`src/verilog/epi_defines.svh`:
```
// Register offsets, field positions and reset values of the pin interrupt block
`ifndef EPI_DEFINES_SVH
`define EPI_DEFINES_SVH

// I/O offsets (mask group 2 printed; the rest coined)
`define EPI_OFS_CHG2_MASK 6'h05
`define EPI_OFS_CHG1_MASK 6'h04
`define EPI_OFS_CHG0_MASK 6'h03
`define EPI_OFS_FLAGS 6'h3A
`define EPI_OFS_ENABLES 6'h3B
`define EPI_OFS_CORE_CTRL 6'h35

// Flag / enable register bit positions
`define EPI_BIT_PIN_B 7
`define EPI_BIT_PIN_A 6
`define EPI_BIT_GRP0 5
`define EPI_BIT_GRP2 4
`define EPI_BIT_GRP1 3

// Sense control field positions in the core control register
`define EPI_SENSE_A_LSB 0
`define EPI_SENSE_B_LSB 2

// Widths of the change groups
`define EPI_GRP0_W 8
`define EPI_GRP1_W 3
`define EPI_GRP2_W 7

// Reset value of every register
`define EPI_RESET_BYTE 8'h00

// Readable bit masks
`define EPI_FLAGS_RMASK 8'hF8
`define EPI_CHG2_RMASK 8'h7F
`define EPI_CHG1_RMASK 8'h07

`endif

```
`src/verilog/epi_pkg.sv`:
```
// Types shared by the pin interrupt block
package epi_pkg;

    // Sense selection for a dedicated interrupt pin
    typedef enum logic [1:0] {
        EPI_SENSE_LOW = 2'h0,
        EPI_SENSE_ANY = 2'h1,
        EPI_SENSE_FALL = 2'h2,
        EPI_SENSE_RISE = 2'h3
    } epi_sense_type;

endpackage : epi_pkg

```
`src/verilog/epi_sync.sv`:
```
// Two-stage synchroniser with a previous-sample stage for edge detection
`timescale 1ns/1ps
module epi_sync #(
    parameter int WIDTH = 1
) (
    // Clock and reset
    input wire logic i_clk_sys,
    input wire logic i_rst_b,
    // Raw pins
    input wire logic [WIDTH-1:0] i_pin,
    // Synchronised current and previous samples
    output logic [WIDTH-1:0] o_cur,
    output logic [WIDTH-1:0] o_prev
);

    logic [WIDTH-1:0] meta_q; // First stage, read only by the second
    logic [WIDTH-1:0] cur_q;
    logic [WIDTH-1:0] prev_q;

    // Pins shift through three stages; last two form the comparison pair
    always_ff @(posedge i_clk_sys or negedge i_rst_b) begin
        if (!i_rst_b) begin
            meta_q <= '0;
            cur_q <= '0;
            prev_q <= '0;
        end else begin
            meta_q <= i_pin;
            cur_q <= meta_q;
            prev_q <= cur_q;
        end
    end

    assign o_cur = cur_q;
    assign o_prev = prev_q;

endmodule : epi_sync

```
`src/verilog/epi_flag.sv`:
```
// One sticky interrupt flag with hardware set and two clear paths
`timescale 1ns/1ps
module epi_flag (
    // Clock and reset
    input wire logic i_clk_sys,
    input wire logic i_rst_b,
    // Set and clear causes
    input wire logic i_set,
    input wire logic i_clr_sw,
    input wire logic i_clr_ack,
    input wire logic i_hold_zero,
    // Flag state
    output logic o_flag
);

    logic flag_q;
    logic flag_d;

    // Set wins over either clear; forced level mode holds zero
    always_comb begin
        flag_d = flag_q;
        if (i_clr_sw || i_clr_ack) begin
            flag_d = 1'b0;
        end
        if (i_set) begin
            flag_d = 1'b1;
        end
        if (i_hold_zero) begin
            flag_d = 1'b0;
        end
    end

    // Flag register
    always_ff @(posedge i_clk_sys or negedge i_rst_b) begin
        if (!i_rst_b) begin
            flag_q <= 1'b0;
        end else begin
            flag_q <= flag_d;
        end
    end

    assign o_flag = flag_q;

endmodule : epi_flag

```
`src/verilog/epi_top.sv`:
```
// Flags, enables and pin masks of the external pin interrupts
`timescale 1ns/1ps
`include "epi_defines.svh"
module epi_top
    import epi_pkg::*;
(
    // Clock and reset
    input wire logic i_clk_sys,
    input wire logic i_rst_b,
    // I/O register port of the core
    input wire logic [5:0] i_io_addr,
    input wire logic i_io_wr,
    input wire logic i_io_rd,
    input wire logic [7:0] i_io_wdata,
    output logic [7:0] o_io_rdata,
    // Core status global interrupt bit and vector entry
    input wire logic i_global_int_en,
    input wire logic [4:0] i_vector_ack,
    // External pins
    input wire logic i_ext_pin_a,
    input wire logic i_ext_pin_b,
    input wire logic [`EPI_GRP0_W-1:0] i_group0_pins,
    input wire logic [`EPI_GRP1_W-1:0] i_group1_pins,
    input wire logic [`EPI_GRP2_W-1:0] i_group2_pins,
    // Vector requests: [4]=pin B,[3]=pin A,[2]=grp0,[1]=grp2,[0]=grp1
    output logic [4:0] o_vector_req,
    // Level request lines for low-level sense
    output logic o_level_req_a,
    output logic o_level_req_b
);

    // Pin bus layout, low to high: pin A, pin B, group 0, group 1, group 2.
    // Every pin slice below is cut from this one packed bus.
    localparam int NPIN = 2 + `EPI_GRP0_W + `EPI_GRP1_W + `EPI_GRP2_W; // Count of synchronised pins

    // Reset release synchroniser
    // Assertion acts at once; release waits two edges, so no flop sees
    // reset lift close to a clock edge.
    logic rst_meta_q;
    logic rst_sync_q;
    logic rst_b;

    // Release reset through two flops, assert asynchronously
    always_ff @(posedge i_clk_sys or negedge i_rst_b) begin
        if (!i_rst_b) begin
            rst_meta_q <= 1'b0;
            rst_sync_q <= 1'b0;
        end else begin
            rst_meta_q <= 1'b1;
            rst_sync_q <= rst_meta_q;
        end
    end
    assign rst_b = rst_sync_q;

    // Register state
    logic [7:0] enables_q; // Interrupt enable register
    logic [7:0] enables_d;
    logic [3:0] sense_q; // Sense bits of core control register
    logic [3:0] sense_d;
    // Per-pin masks, one bit for each pin of a change group
    logic [`EPI_GRP0_W-1:0] chg0_mask_q; // Group-0 mask
    logic [`EPI_GRP0_W-1:0] chg0_mask_d;
    logic [`EPI_GRP1_W-1:0] chg1_mask_q;
    logic [`EPI_GRP1_W-1:0] chg1_mask_d;
    logic [`EPI_GRP2_W-1:0] chg2_mask_q;
    logic [`EPI_GRP2_W-1:0] chg2_mask_d;
    logic [7:0] core_hi_q; // Unrelated upper bits of core control, kept as storage
    logic [7:0] core_hi_d;
    logic [7:0] rdata_q;
    logic [7:0] rdata_d;

    // Address match helper used by both write and read decode
    // Exact compare, so no offset is aliased onto another
    function automatic logic hit(input logic [5:0] addr, input logic [5:0] ofs);
        hit = (addr == ofs);
    endfunction : hit

    // Write decode for the plain storage registers
    // The flag register is not stored here: a write to it only clears bits,
    // which the flag bank handles below.
    always_comb begin
        enables_d = enables_q;
        sense_d = sense_q;
        core_hi_d = core_hi_q;
        chg0_mask_d = chg0_mask_q;
        chg1_mask_d = chg1_mask_q;
        chg2_mask_d = chg2_mask_q;
        if (i_io_wr) begin
            if (hit(i_io_addr, `EPI_OFS_ENABLES)) begin
                // Low three enable bits are reserved
                enables_d = i_io_wdata & `EPI_FLAGS_RMASK;
            end
            // Sense fields of both pins, upper bits kept as storage
            if (hit(i_io_addr, `EPI_OFS_CORE_CTRL)) begin
                sense_d = i_io_wdata[3:0];
                core_hi_d = {i_io_wdata[7:4], 4'h0};
            end
            // Group-0 mask uses all eight bits
            if (hit(i_io_addr, `EPI_OFS_CHG0_MASK)) begin
                chg0_mask_d = i_io_wdata;
            end
            if (hit(i_io_addr, `EPI_OFS_CHG1_MASK)) begin
                chg1_mask_d = i_io_wdata[`EPI_GRP1_W-1:0];
            end
            if (hit(i_io_addr, `EPI_OFS_CHG2_MASK)) begin
                chg2_mask_d = i_io_wdata[`EPI_GRP2_W-1:0];
            end
        end
    end

    // Storage registers, all reset to zero
    // Reset is the released copy, like every flop of the block outside the reset synchroniser
    always_ff @(posedge i_clk_sys or negedge rst_b) begin
        if (!rst_b) begin
            enables_q <= `EPI_RESET_BYTE;
            sense_q <= 4'h0;
            core_hi_q <= `EPI_RESET_BYTE;
            chg0_mask_q <= '0;
            chg1_mask_q <= '0;
            chg2_mask_q <= '0;
        end else begin
            enables_q <= enables_d;
            sense_q <= sense_d;
            core_hi_q <= core_hi_d;
            chg0_mask_q <= chg0_mask_d;
            chg1_mask_q <= chg1_mask_d;
            chg2_mask_q <= chg2_mask_d;
        end
    end

    // Synchronise every pin; the extra stage gives the previous sample
    // Three flops cost one cycle over the minimum but keep the previous
    // sample on the same clean timing as the current one.
    logic [NPIN-1:0] pin_cur;
    logic [NPIN-1:0] pin_prev;
    epi_sync #(
        .WIDTH(NPIN)
    ) u_sync (
        // Runs on the released reset so no pin history predates it
        .i_clk_sys(i_clk_sys),
        .i_rst_b(rst_b),
        .i_pin({i_group2_pins, i_group1_pins, i_group0_pins, i_ext_pin_b, i_ext_pin_a}),
        .o_cur(pin_cur),
        .o_prev(pin_prev)
    );

    // Edge detection per dedicated pin
    // A change is any difference between current and previous sample; after
    // reset both stages hold zero, and the reset enables keep that quiet.
    logic [1:0] ext_event;
    logic [1:0] ext_level;
    logic [NPIN-1:0] pin_chg;
    assign pin_chg = pin_cur ^ pin_prev;

    // Decode one sense selection into an event
    // Low level gives no event here; its request is the level line below
    function automatic logic sense_event(input epi_sense_type sel, input logic cur, input logic prev);
        unique case (sel)
            EPI_SENSE_LOW: sense_event = 1'b0;
            EPI_SENSE_ANY: sense_event = cur ^ prev;
            EPI_SENSE_FALL: sense_event = prev & ~cur;
            EPI_SENSE_RISE: sense_event = cur & ~prev;
        endcase
    endfunction : sense_event

    always_comb begin
        ext_event[0] = sense_event(epi_sense_type'(sense_q[`EPI_SENSE_A_LSB +: 2]), pin_cur[0], pin_prev[0]);
        ext_event[1] = sense_event(epi_sense_type'(sense_q[`EPI_SENSE_B_LSB +: 2]), pin_cur[1], pin_prev[1]);
        ext_level[0] = (sense_q[`EPI_SENSE_A_LSB +: 2] == EPI_SENSE_LOW);
        ext_level[1] = (sense_q[`EPI_SENSE_B_LSB +: 2] == EPI_SENSE_LOW);
    end

    // Group change events; mask selects contributing pins.
    // Gating the set by the group enable keeps a disabled group quiet.
    // Limitation: a change while its group is disabled is dropped, not held,
    // so software reads the pins itself after enabling a group.
    logic grp0_event;
    logic grp1_event;
    logic grp2_event;
    assign grp0_event = enables_q[`EPI_BIT_GRP0] & |(pin_chg[2 +: `EPI_GRP0_W] & chg0_mask_q);
    assign grp1_event = enables_q[`EPI_BIT_GRP1] & |(pin_chg[2 + `EPI_GRP0_W +: `EPI_GRP1_W] & chg1_mask_q);
    assign grp2_event = enables_q[`EPI_BIT_GRP2]
        & |(pin_chg[2 + `EPI_GRP0_W + `EPI_GRP1_W +: `EPI_GRP2_W] & chg2_mask_q);

    // Flag bank in request order: B, A, grp0, grp2, grp1
    // Each flag has a hardware set, a software write-one clear and the
    // vector entry clear. Set wins so that an event arriving while the
    // routine is entered is never lost.
    logic [4:0] flag_set;
    logic [4:0] flag_clr_sw;
    logic [4:0] flag_hold;
    logic [4:0] flag;
    logic flags_wr;
    assign flags_wr = i_io_wr & hit(i_io_addr, `EPI_OFS_FLAGS);
    assign flag_set = {ext_event[1], ext_event[0], grp0_event, grp2_event, grp1_event};
    assign flag_clr_sw = flags_wr ? i_io_wdata[7:3] : 5'h00;
    assign flag_hold = {ext_level[1], ext_level[0], 3'h0};

    // One flag cell per request source
    genvar g;
    generate
        for (g = 0; g < 5; g++) begin : g_flag
            epi_flag u_flag (
                .i_clk_sys(i_clk_sys),
                .i_rst_b(rst_b),
                .i_set(flag_set[g]),
                .i_clr_sw(flag_clr_sw[g]),
                .i_clr_ack(i_vector_ack[g]),
                .i_hold_zero(flag_hold[g]),
                .o_flag(flag[g])
            );
        end
    endgenerate

    // Combinational so the core sees a request in the cycle the flag sets
    // flag, enable and global bit
    assign o_vector_req = flag & enables_q[7:3] & {5{i_global_int_en}};

    // Low level requests bypass the flags and stay while the pin is low
    // Trade-off: with no flag there is no latch, so a low level removed
    // before the core responds leaves no trace.
    assign o_level_req_a = ext_level[0] & ~pin_cur[0] & enables_q[`EPI_BIT_PIN_A] & i_global_int_en;
    assign o_level_req_b = ext_level[1] & ~pin_cur[1] & enables_q[`EPI_BIT_PIN_B] & i_global_int_en;

    // Read mux, registered so data appears the cycle after the strobe
    // Unmapped offsets return zero; a read never disturbs a flag
    always_comb begin
        rdata_d = rdata_q;
        if (i_io_rd) begin
            rdata_d = 8'h00;
            if (hit(i_io_addr, `EPI_OFS_FLAGS)) begin
                rdata_d = {flag, 3'h0};
            end
            // Enables read back with the reserved bits at zero
            if (hit(i_io_addr, `EPI_OFS_ENABLES)) begin
                rdata_d = enables_q;
            end
            // Core control reads back whole
            if (hit(i_io_addr, `EPI_OFS_CORE_CTRL)) begin
                rdata_d = core_hi_q | {4'h0, sense_q};
            end
            if (hit(i_io_addr, `EPI_OFS_CHG0_MASK)) begin
                rdata_d = chg0_mask_q;
            end
            if (hit(i_io_addr, `EPI_OFS_CHG1_MASK)) begin
                rdata_d = {5'h00, chg1_mask_q};
            end
            if (hit(i_io_addr, `EPI_OFS_CHG2_MASK)) begin
                rdata_d = {1'b0, chg2_mask_q};
            end
        end
    end

    // Read data register
    // Holds the last read value until the next read strobe
    always_ff @(posedge i_clk_sys or negedge rst_b) begin
        if (!rst_b) begin
            rdata_q <= `EPI_RESET_BYTE;
        end else begin
            rdata_q <= rdata_d;
        end
    end

    assign o_io_rdata = rdata_q;

endmodule : epi_top

```
`config.mk`:
```
export PLATFORM = sky130hd
export DESIGN_NAME = epi_top
export DESIGN_NICKNAME = d
export VERILOG_FILES = /design/src/verilog/epi_pkg.sv /design/src/verilog/epi_sync.sv /design/src/verilog/epi_flag.sv /design/src/verilog/epi_top.sv
export VERILOG_INCLUDE_DIRS = /design/src /design/src/verilog
export SDC_FILE = /design/constraint.sdc
export NUM_CORES = 1
export LEC_CHECK = 0
export BUFFER_PORTS_ARGS = -buffer_cell sky130_fd_sc_hd__buf_2
export CORE_ASPECT_RATIO = 1.5
export CORE_MARGIN = 2
export CORE_UTILIZATION = 51
export CTS_CLUSTER_SIZE = 24
export DETAILED_ROUTE_END_ITERATION = 10
export PLACE_DENSITY = 0.86
export SLEW_MARGIN = 10
export SYNTH_ARGS = -nofsm -noshare
export SYNTH_HDL_FRONTEND = slang
export SYNTH_SLANG_ARGS = --single-unit
```
`constraint.sdc`:
```
create_clock -name i_clk_sys -period 3.1 [get_ports i_clk_sys]
set_clock_uncertainty 0.05 [all_clocks]
set_input_delay 0.62 -clock i_clk_sys [delete_from_list [all_inputs] [get_ports i_clk_sys]]
set_output_delay 0.62 -clock i_clk_sys [all_outputs]
set_load 0.01 [all_outputs]
```
Word-level counts from Yosys, hierarchy flattened
Index checks and enable logic that the tools add are counted.

Latch bits: 0. ROM bits: 0. RAM bits: 0. Register bits: 106. Input port bits: 44. Output and inout port bits: 15. Word-level logic and storage cells: 97. Memories: 0.

Reduce and logical (&&, ||, !) cells: 20. Magnitude comparators: 0. Equality and inequality tests: 12. Multiply operators: 0. Multiplexer cells: 21. Div/mod/pow operators: 0. Add/subtract/negate cells: 0. Shift operators: 0. Bitwise operators: 27.

Operators with widths (count): $mux 8 (6); $xor 20x20->20 (1); $eq 6x6->1 const B (3); $and 1x1->1 (14); $eq 6x3->1 const B (2); $mux 1 (12); $and 5x5->5 (2); $reduce_and 2->1 (5); $and 8x8->8 (1); $eq 2x2->1 const B (4); $or 8x4->8 (1); $pmux 1 s4 (2); $reduce_or 8->1 (1); $and 7x7->7 (1); $reduce_or 7->1 (1); $eq 6x2->1 const B (1); $reduce_bool 2->1 (3); $reduce_bool 3->1 (2); $logic_or 1x1->1 (5); $mux 5 (1); $eq 2x1->1 const B (2); $logic_not 2->1 (2); $not 1->1 (4); $and 3x3->3 (1); 2 further kinds (3).

Longest topological paths before layout
Depth after elaboration: 7. Mapped depth: 5.

Modules after synthesis
From an unflattened synthesis, not the netlist that was laid out.

Cells, all modules: 289. Area total of the unflattened synthesis: 4125.2 um2.

Modules (own cells, without submodules): epi_top (sequential area each 1026.0 um2, area each 2411.1 um2, instances 1, cells an instance 209); epi_sync (sequential area each 1501.4 um2, area each 1501.4 um2, instances 1, cells an instance 60); epi_flag (sequential area each 25.0 um2, area each 42.5 um2, instances 5, cells an instance 4).

Least setup slack after synthesis
OpenSTA, ideal clock, no wires.

Path type: input port to flip-flop. Start point: input i_io_addr[1]. End point: register chg2_mask_q[0]. Stages on the path: 4. Path slack: 1.249 ns. Data arrival time: 1.676 ns. Library setup time: 0.125 ns. Buffers on the path: 0. Cell sequence: nand4bb_4 -> nor3_1 -> nand2_2 -> mux2_2.

Longest elaborated chain between the ends: 2.

RTL lines: start: declaration (line epi_top.sv:11) `input wire logic [5:0] i_io_addr,`; $eq 6x3->1 (line epi_top.sv:75) `hit = (addr == ofs);`; $reduce_and 2->1 (no source line); end signal: assignment (line epi_top.sv:127) `chg2_mask_q <= chg2_mask_d;`; end: declaration (line epi_top.sv:65) `` logic [`EPI_GRP2_W-1:0] chg2_mask_q; ``.

Every way passes these cells. A chain may end at the register's enable or synchronous reset.

Final worst setup path
Start point: input i_io_addr[0]. End point: register chg2_mask_q[3].

Same word-level chain as after synthesis.

==> impl_metrics.ini <==
[run_status]
run_status = finished, final reports clean

[power]
swShare_pct = 22.96
pwr-share-comb_pct = 7.7
power_density_mw_per_mm2 = 640.8
power_switching_w = 0.0007063
seqPwrFrac_pct = 51.6
vdd_drop_max_v = 0.0003603
power_frac_clock_pct = 40.7
p_leak_nw = 2.312
intPower_w = 0.002370

[die]
placement_rows = 39
fp.dieW_um = 76.66
core_sq_mm = 0.007661
die_h_um = 113.0
pin_count = 59
initial_core_util_pct = 52.72
dieArea_sq_mm = 0.008662

[cts]
cts_tree = built
post-cts-setup-buffers = 0
cts_root_buf = clkbuf_16
path_clk_slew_ps = 70
worstSkewPairLatency_ps = 340
clock_path_buffers = 2
cts_made_buffers = 9
cts-hold-fix-buffers = 1
h-tree-depth = 3
post_cts_resized = 0
numClockSinks = 106

[setup_path]
max_stage_delay_ps = 490
path_buf_inv = 1
critPathSlowestCell = nor3_1
critPathTopFamily = simple AND/OR/NAND/NOR gates
worstPathMaxFanout = 11
endpoint_kind = register
path_class = primary input to register
start_kind = primary input
crit_arrival_ps = 2170
cp_cell_sequence = buf_2, nand4bb_4, nor3_1, nand2_2, mux2_2
required_ps = 3270

[final_layout]
drive_gt1_share_pct = 35.04
mostFrequentLayoutCells = dfrtp_1 (105), buf_2 (58), mux2_2 (36), xor2_1 (18), inv_1 (15)
finish.utilization_pct = 62.67
nFillCells = 612
layout.nets = 394
area_growth_pct = 18.87
diodes = 0
ff_latch_area_sq_mm = 0.002656
final_common_cell = dfrtp_1
multi_input_area_sq_mm = 0.001304

[global_routing]
grt_max_degree = 62
grt_pass1_wl_um = 13000
grt_pass1_vias = 2564
antenna_found_initial = 0
grtUsageTotal_pct = 19.75
grt-ovfl-total = 0

[synthesis]
syn_area_sq_mm = 0.004039
ys_seq_elements = 106
avgSynthCellArea_sq_um = 14.58
ys_types = 42
yosys_warnings = 0
synthArstFlopShare_pct = 100.0
synth_ff_type = dfrtp_1
synth_edf_count = 0
yosysSeqAreaShare_pct = 65.68
synthCells = 277
synth_fp_nets = 325

[detailed_routing]
wl_per_cell_um = 17.36
routed_wl_um = 7866
vias_per_cell = 5.402
dr.pass1.iters = 4
drcViolationCount = 0
ant_nets = 0
drt_iter0_markers = 214
via_count = 2447

[sta]
slew_headroom_pct = 50.40
setup_violations = 0
layout_min_cycle_time_ps = 1995
rsz0062_at_grt = false
fin_crit_sh_pct = 64.36
max_freq_mhz = 501.2
fin_setup_tns_ps = 0
drv_slew = 0
hold_violations = 0
worst_pin_slew_ps = 744.0

[flow_run]
drv_cap = 0

[placed_design]
place_hpwl_um = 5576
portBuffers = 58
gp_congestion = 0.9269

[min_path]
hold_class = register to register
==> power by group through the flow <==
stage	sequential, W	clock, W	combinational (W)
2_1_floorplan	0.00159	0	0.000146
3_3_place_gp	0.00161	0	0.000222
3_5_place_dp	0.00161	0	0.000234
4_1_cts	0.00159	0.00127	0.000238
5_1_grt	0.00160	0.00134	0.000261
6_report	0.00159	0.00125	0.000236
==> worst register-to-register path, delay by kind of cell (launching register included) <==
kind | cells | cell delay, ps
xor gates and xnor gates | 1 | 160
DFF | 1 | 380
AOI/OAI and AO/OA | 2 | 620
and+or+nand+nor | 1 | 200
==> Yosys cell counts (5+ instances only) <==
| cell type | instances | area [sq um] |
|---|---|---|
| and3_1 | 5 | 31.28 |
| a211oi_1 | 5 | 37.54 |
| xor2_1 | 18 | 157.7 |
| nor2_1 | 10 | 37.54 |
| mux2_2 | 36 | 405.4 |
| dfrtp_1 | 106 | 2653 |
| nand3_1 | 5 | 25.02 |
| mux2i_1 | 5 | 50.05 |
| nor3_1 | 6 | 30.03 |
| a22oi_1 | 6 | 45.04 |
| nand2_1 | 5 | 18.77 |
| inv_1 | 15 | 56.30 |
==> area by class of cell <==
type | instances | area share (%)
tap | 102 | 2.658
inverter | 16 | 1.251
timing repair buffer | 61 | 6.568
sequential | 106 | 55.33
multi-input combinational | 152 | 27.16
clock inverter | 5 | 1.772
clock buffer | 11 | 5.265
==> final timing paths <==
check	from	end	slack [ps]	cells past startpoint
setup reg to reg	u_sync.o_prev[18]	g_flag[1].u_flag.o_flag	1590	4
min in group asynchronous	rst_b	u_sync.meta_q[10]	340	0
max in group asynchronous	rst_b	u_sync.o_prev[0]	1830	1
setup / recovery	i_io_addr[0]	chg2_mask_q[3]	1100	5
hold / removal	u_sync.meta_q[1]	u_sync.o_cur[1]	300	0
hold reg to reg	u_sync.meta_q[1]	u_sync.o_cur[1]	300	0
==> sequential cells by signal, summed over array words and instances (netlist names), 3 cells and up <==
| signal | flops |
|---|---|
| u_sync.o_prev | 20 |
| enables_q | 5 |
| o_io_rdata | 8 |
| sense_q | 4 |
| chg1_mask_q | 3 |
| g_flag.u_flag.o_flag | 5 |
| core_hi_q | 4 |
| u_sync.meta_q | 20 |
| chg0_mask_q | 8 |
| u_sync.o_cur | 20 |
| chg2_mask_q | 7 |
==> stage by stage <==
stage               std cells  total power (W)  hold WS (ps)  area [sq um]  setup WS, ps
CTS                       453         0.003093         298.6          4801          1133
floorplan                 277         0.001736         274.4          4040          1249
global route              453         0.003207         305.4          4801          1030
detailed placement        436         0.001848         284.7          4453         757.4
finish                    453         0.003076         295.2          4801          1105
global placement          436         0.001829         282.6          4453         836.2
==> logic make-up after synthesis <==
group	Yosys count	share of synthesized area (%)
mux	41	11.28
simple gates	49	8.396
compound gates	39	7.373
xor+xnor	18	3.903
other cells	1	0.09285
buf+inv	19	2.044
flops	106	65.68
fa+ha+maj	4	1.239
==> metal layers <==
metal  global-route usage [%]  wire [um]  vias up
met1                    24.81       3180     1226
met2                    32.57       4183       72
met4                    9.212        172        0
met5                        0          0        -
met3                    4.545        331       13
li1                         -          -     1136
Power figures use the tool's default switching activity.
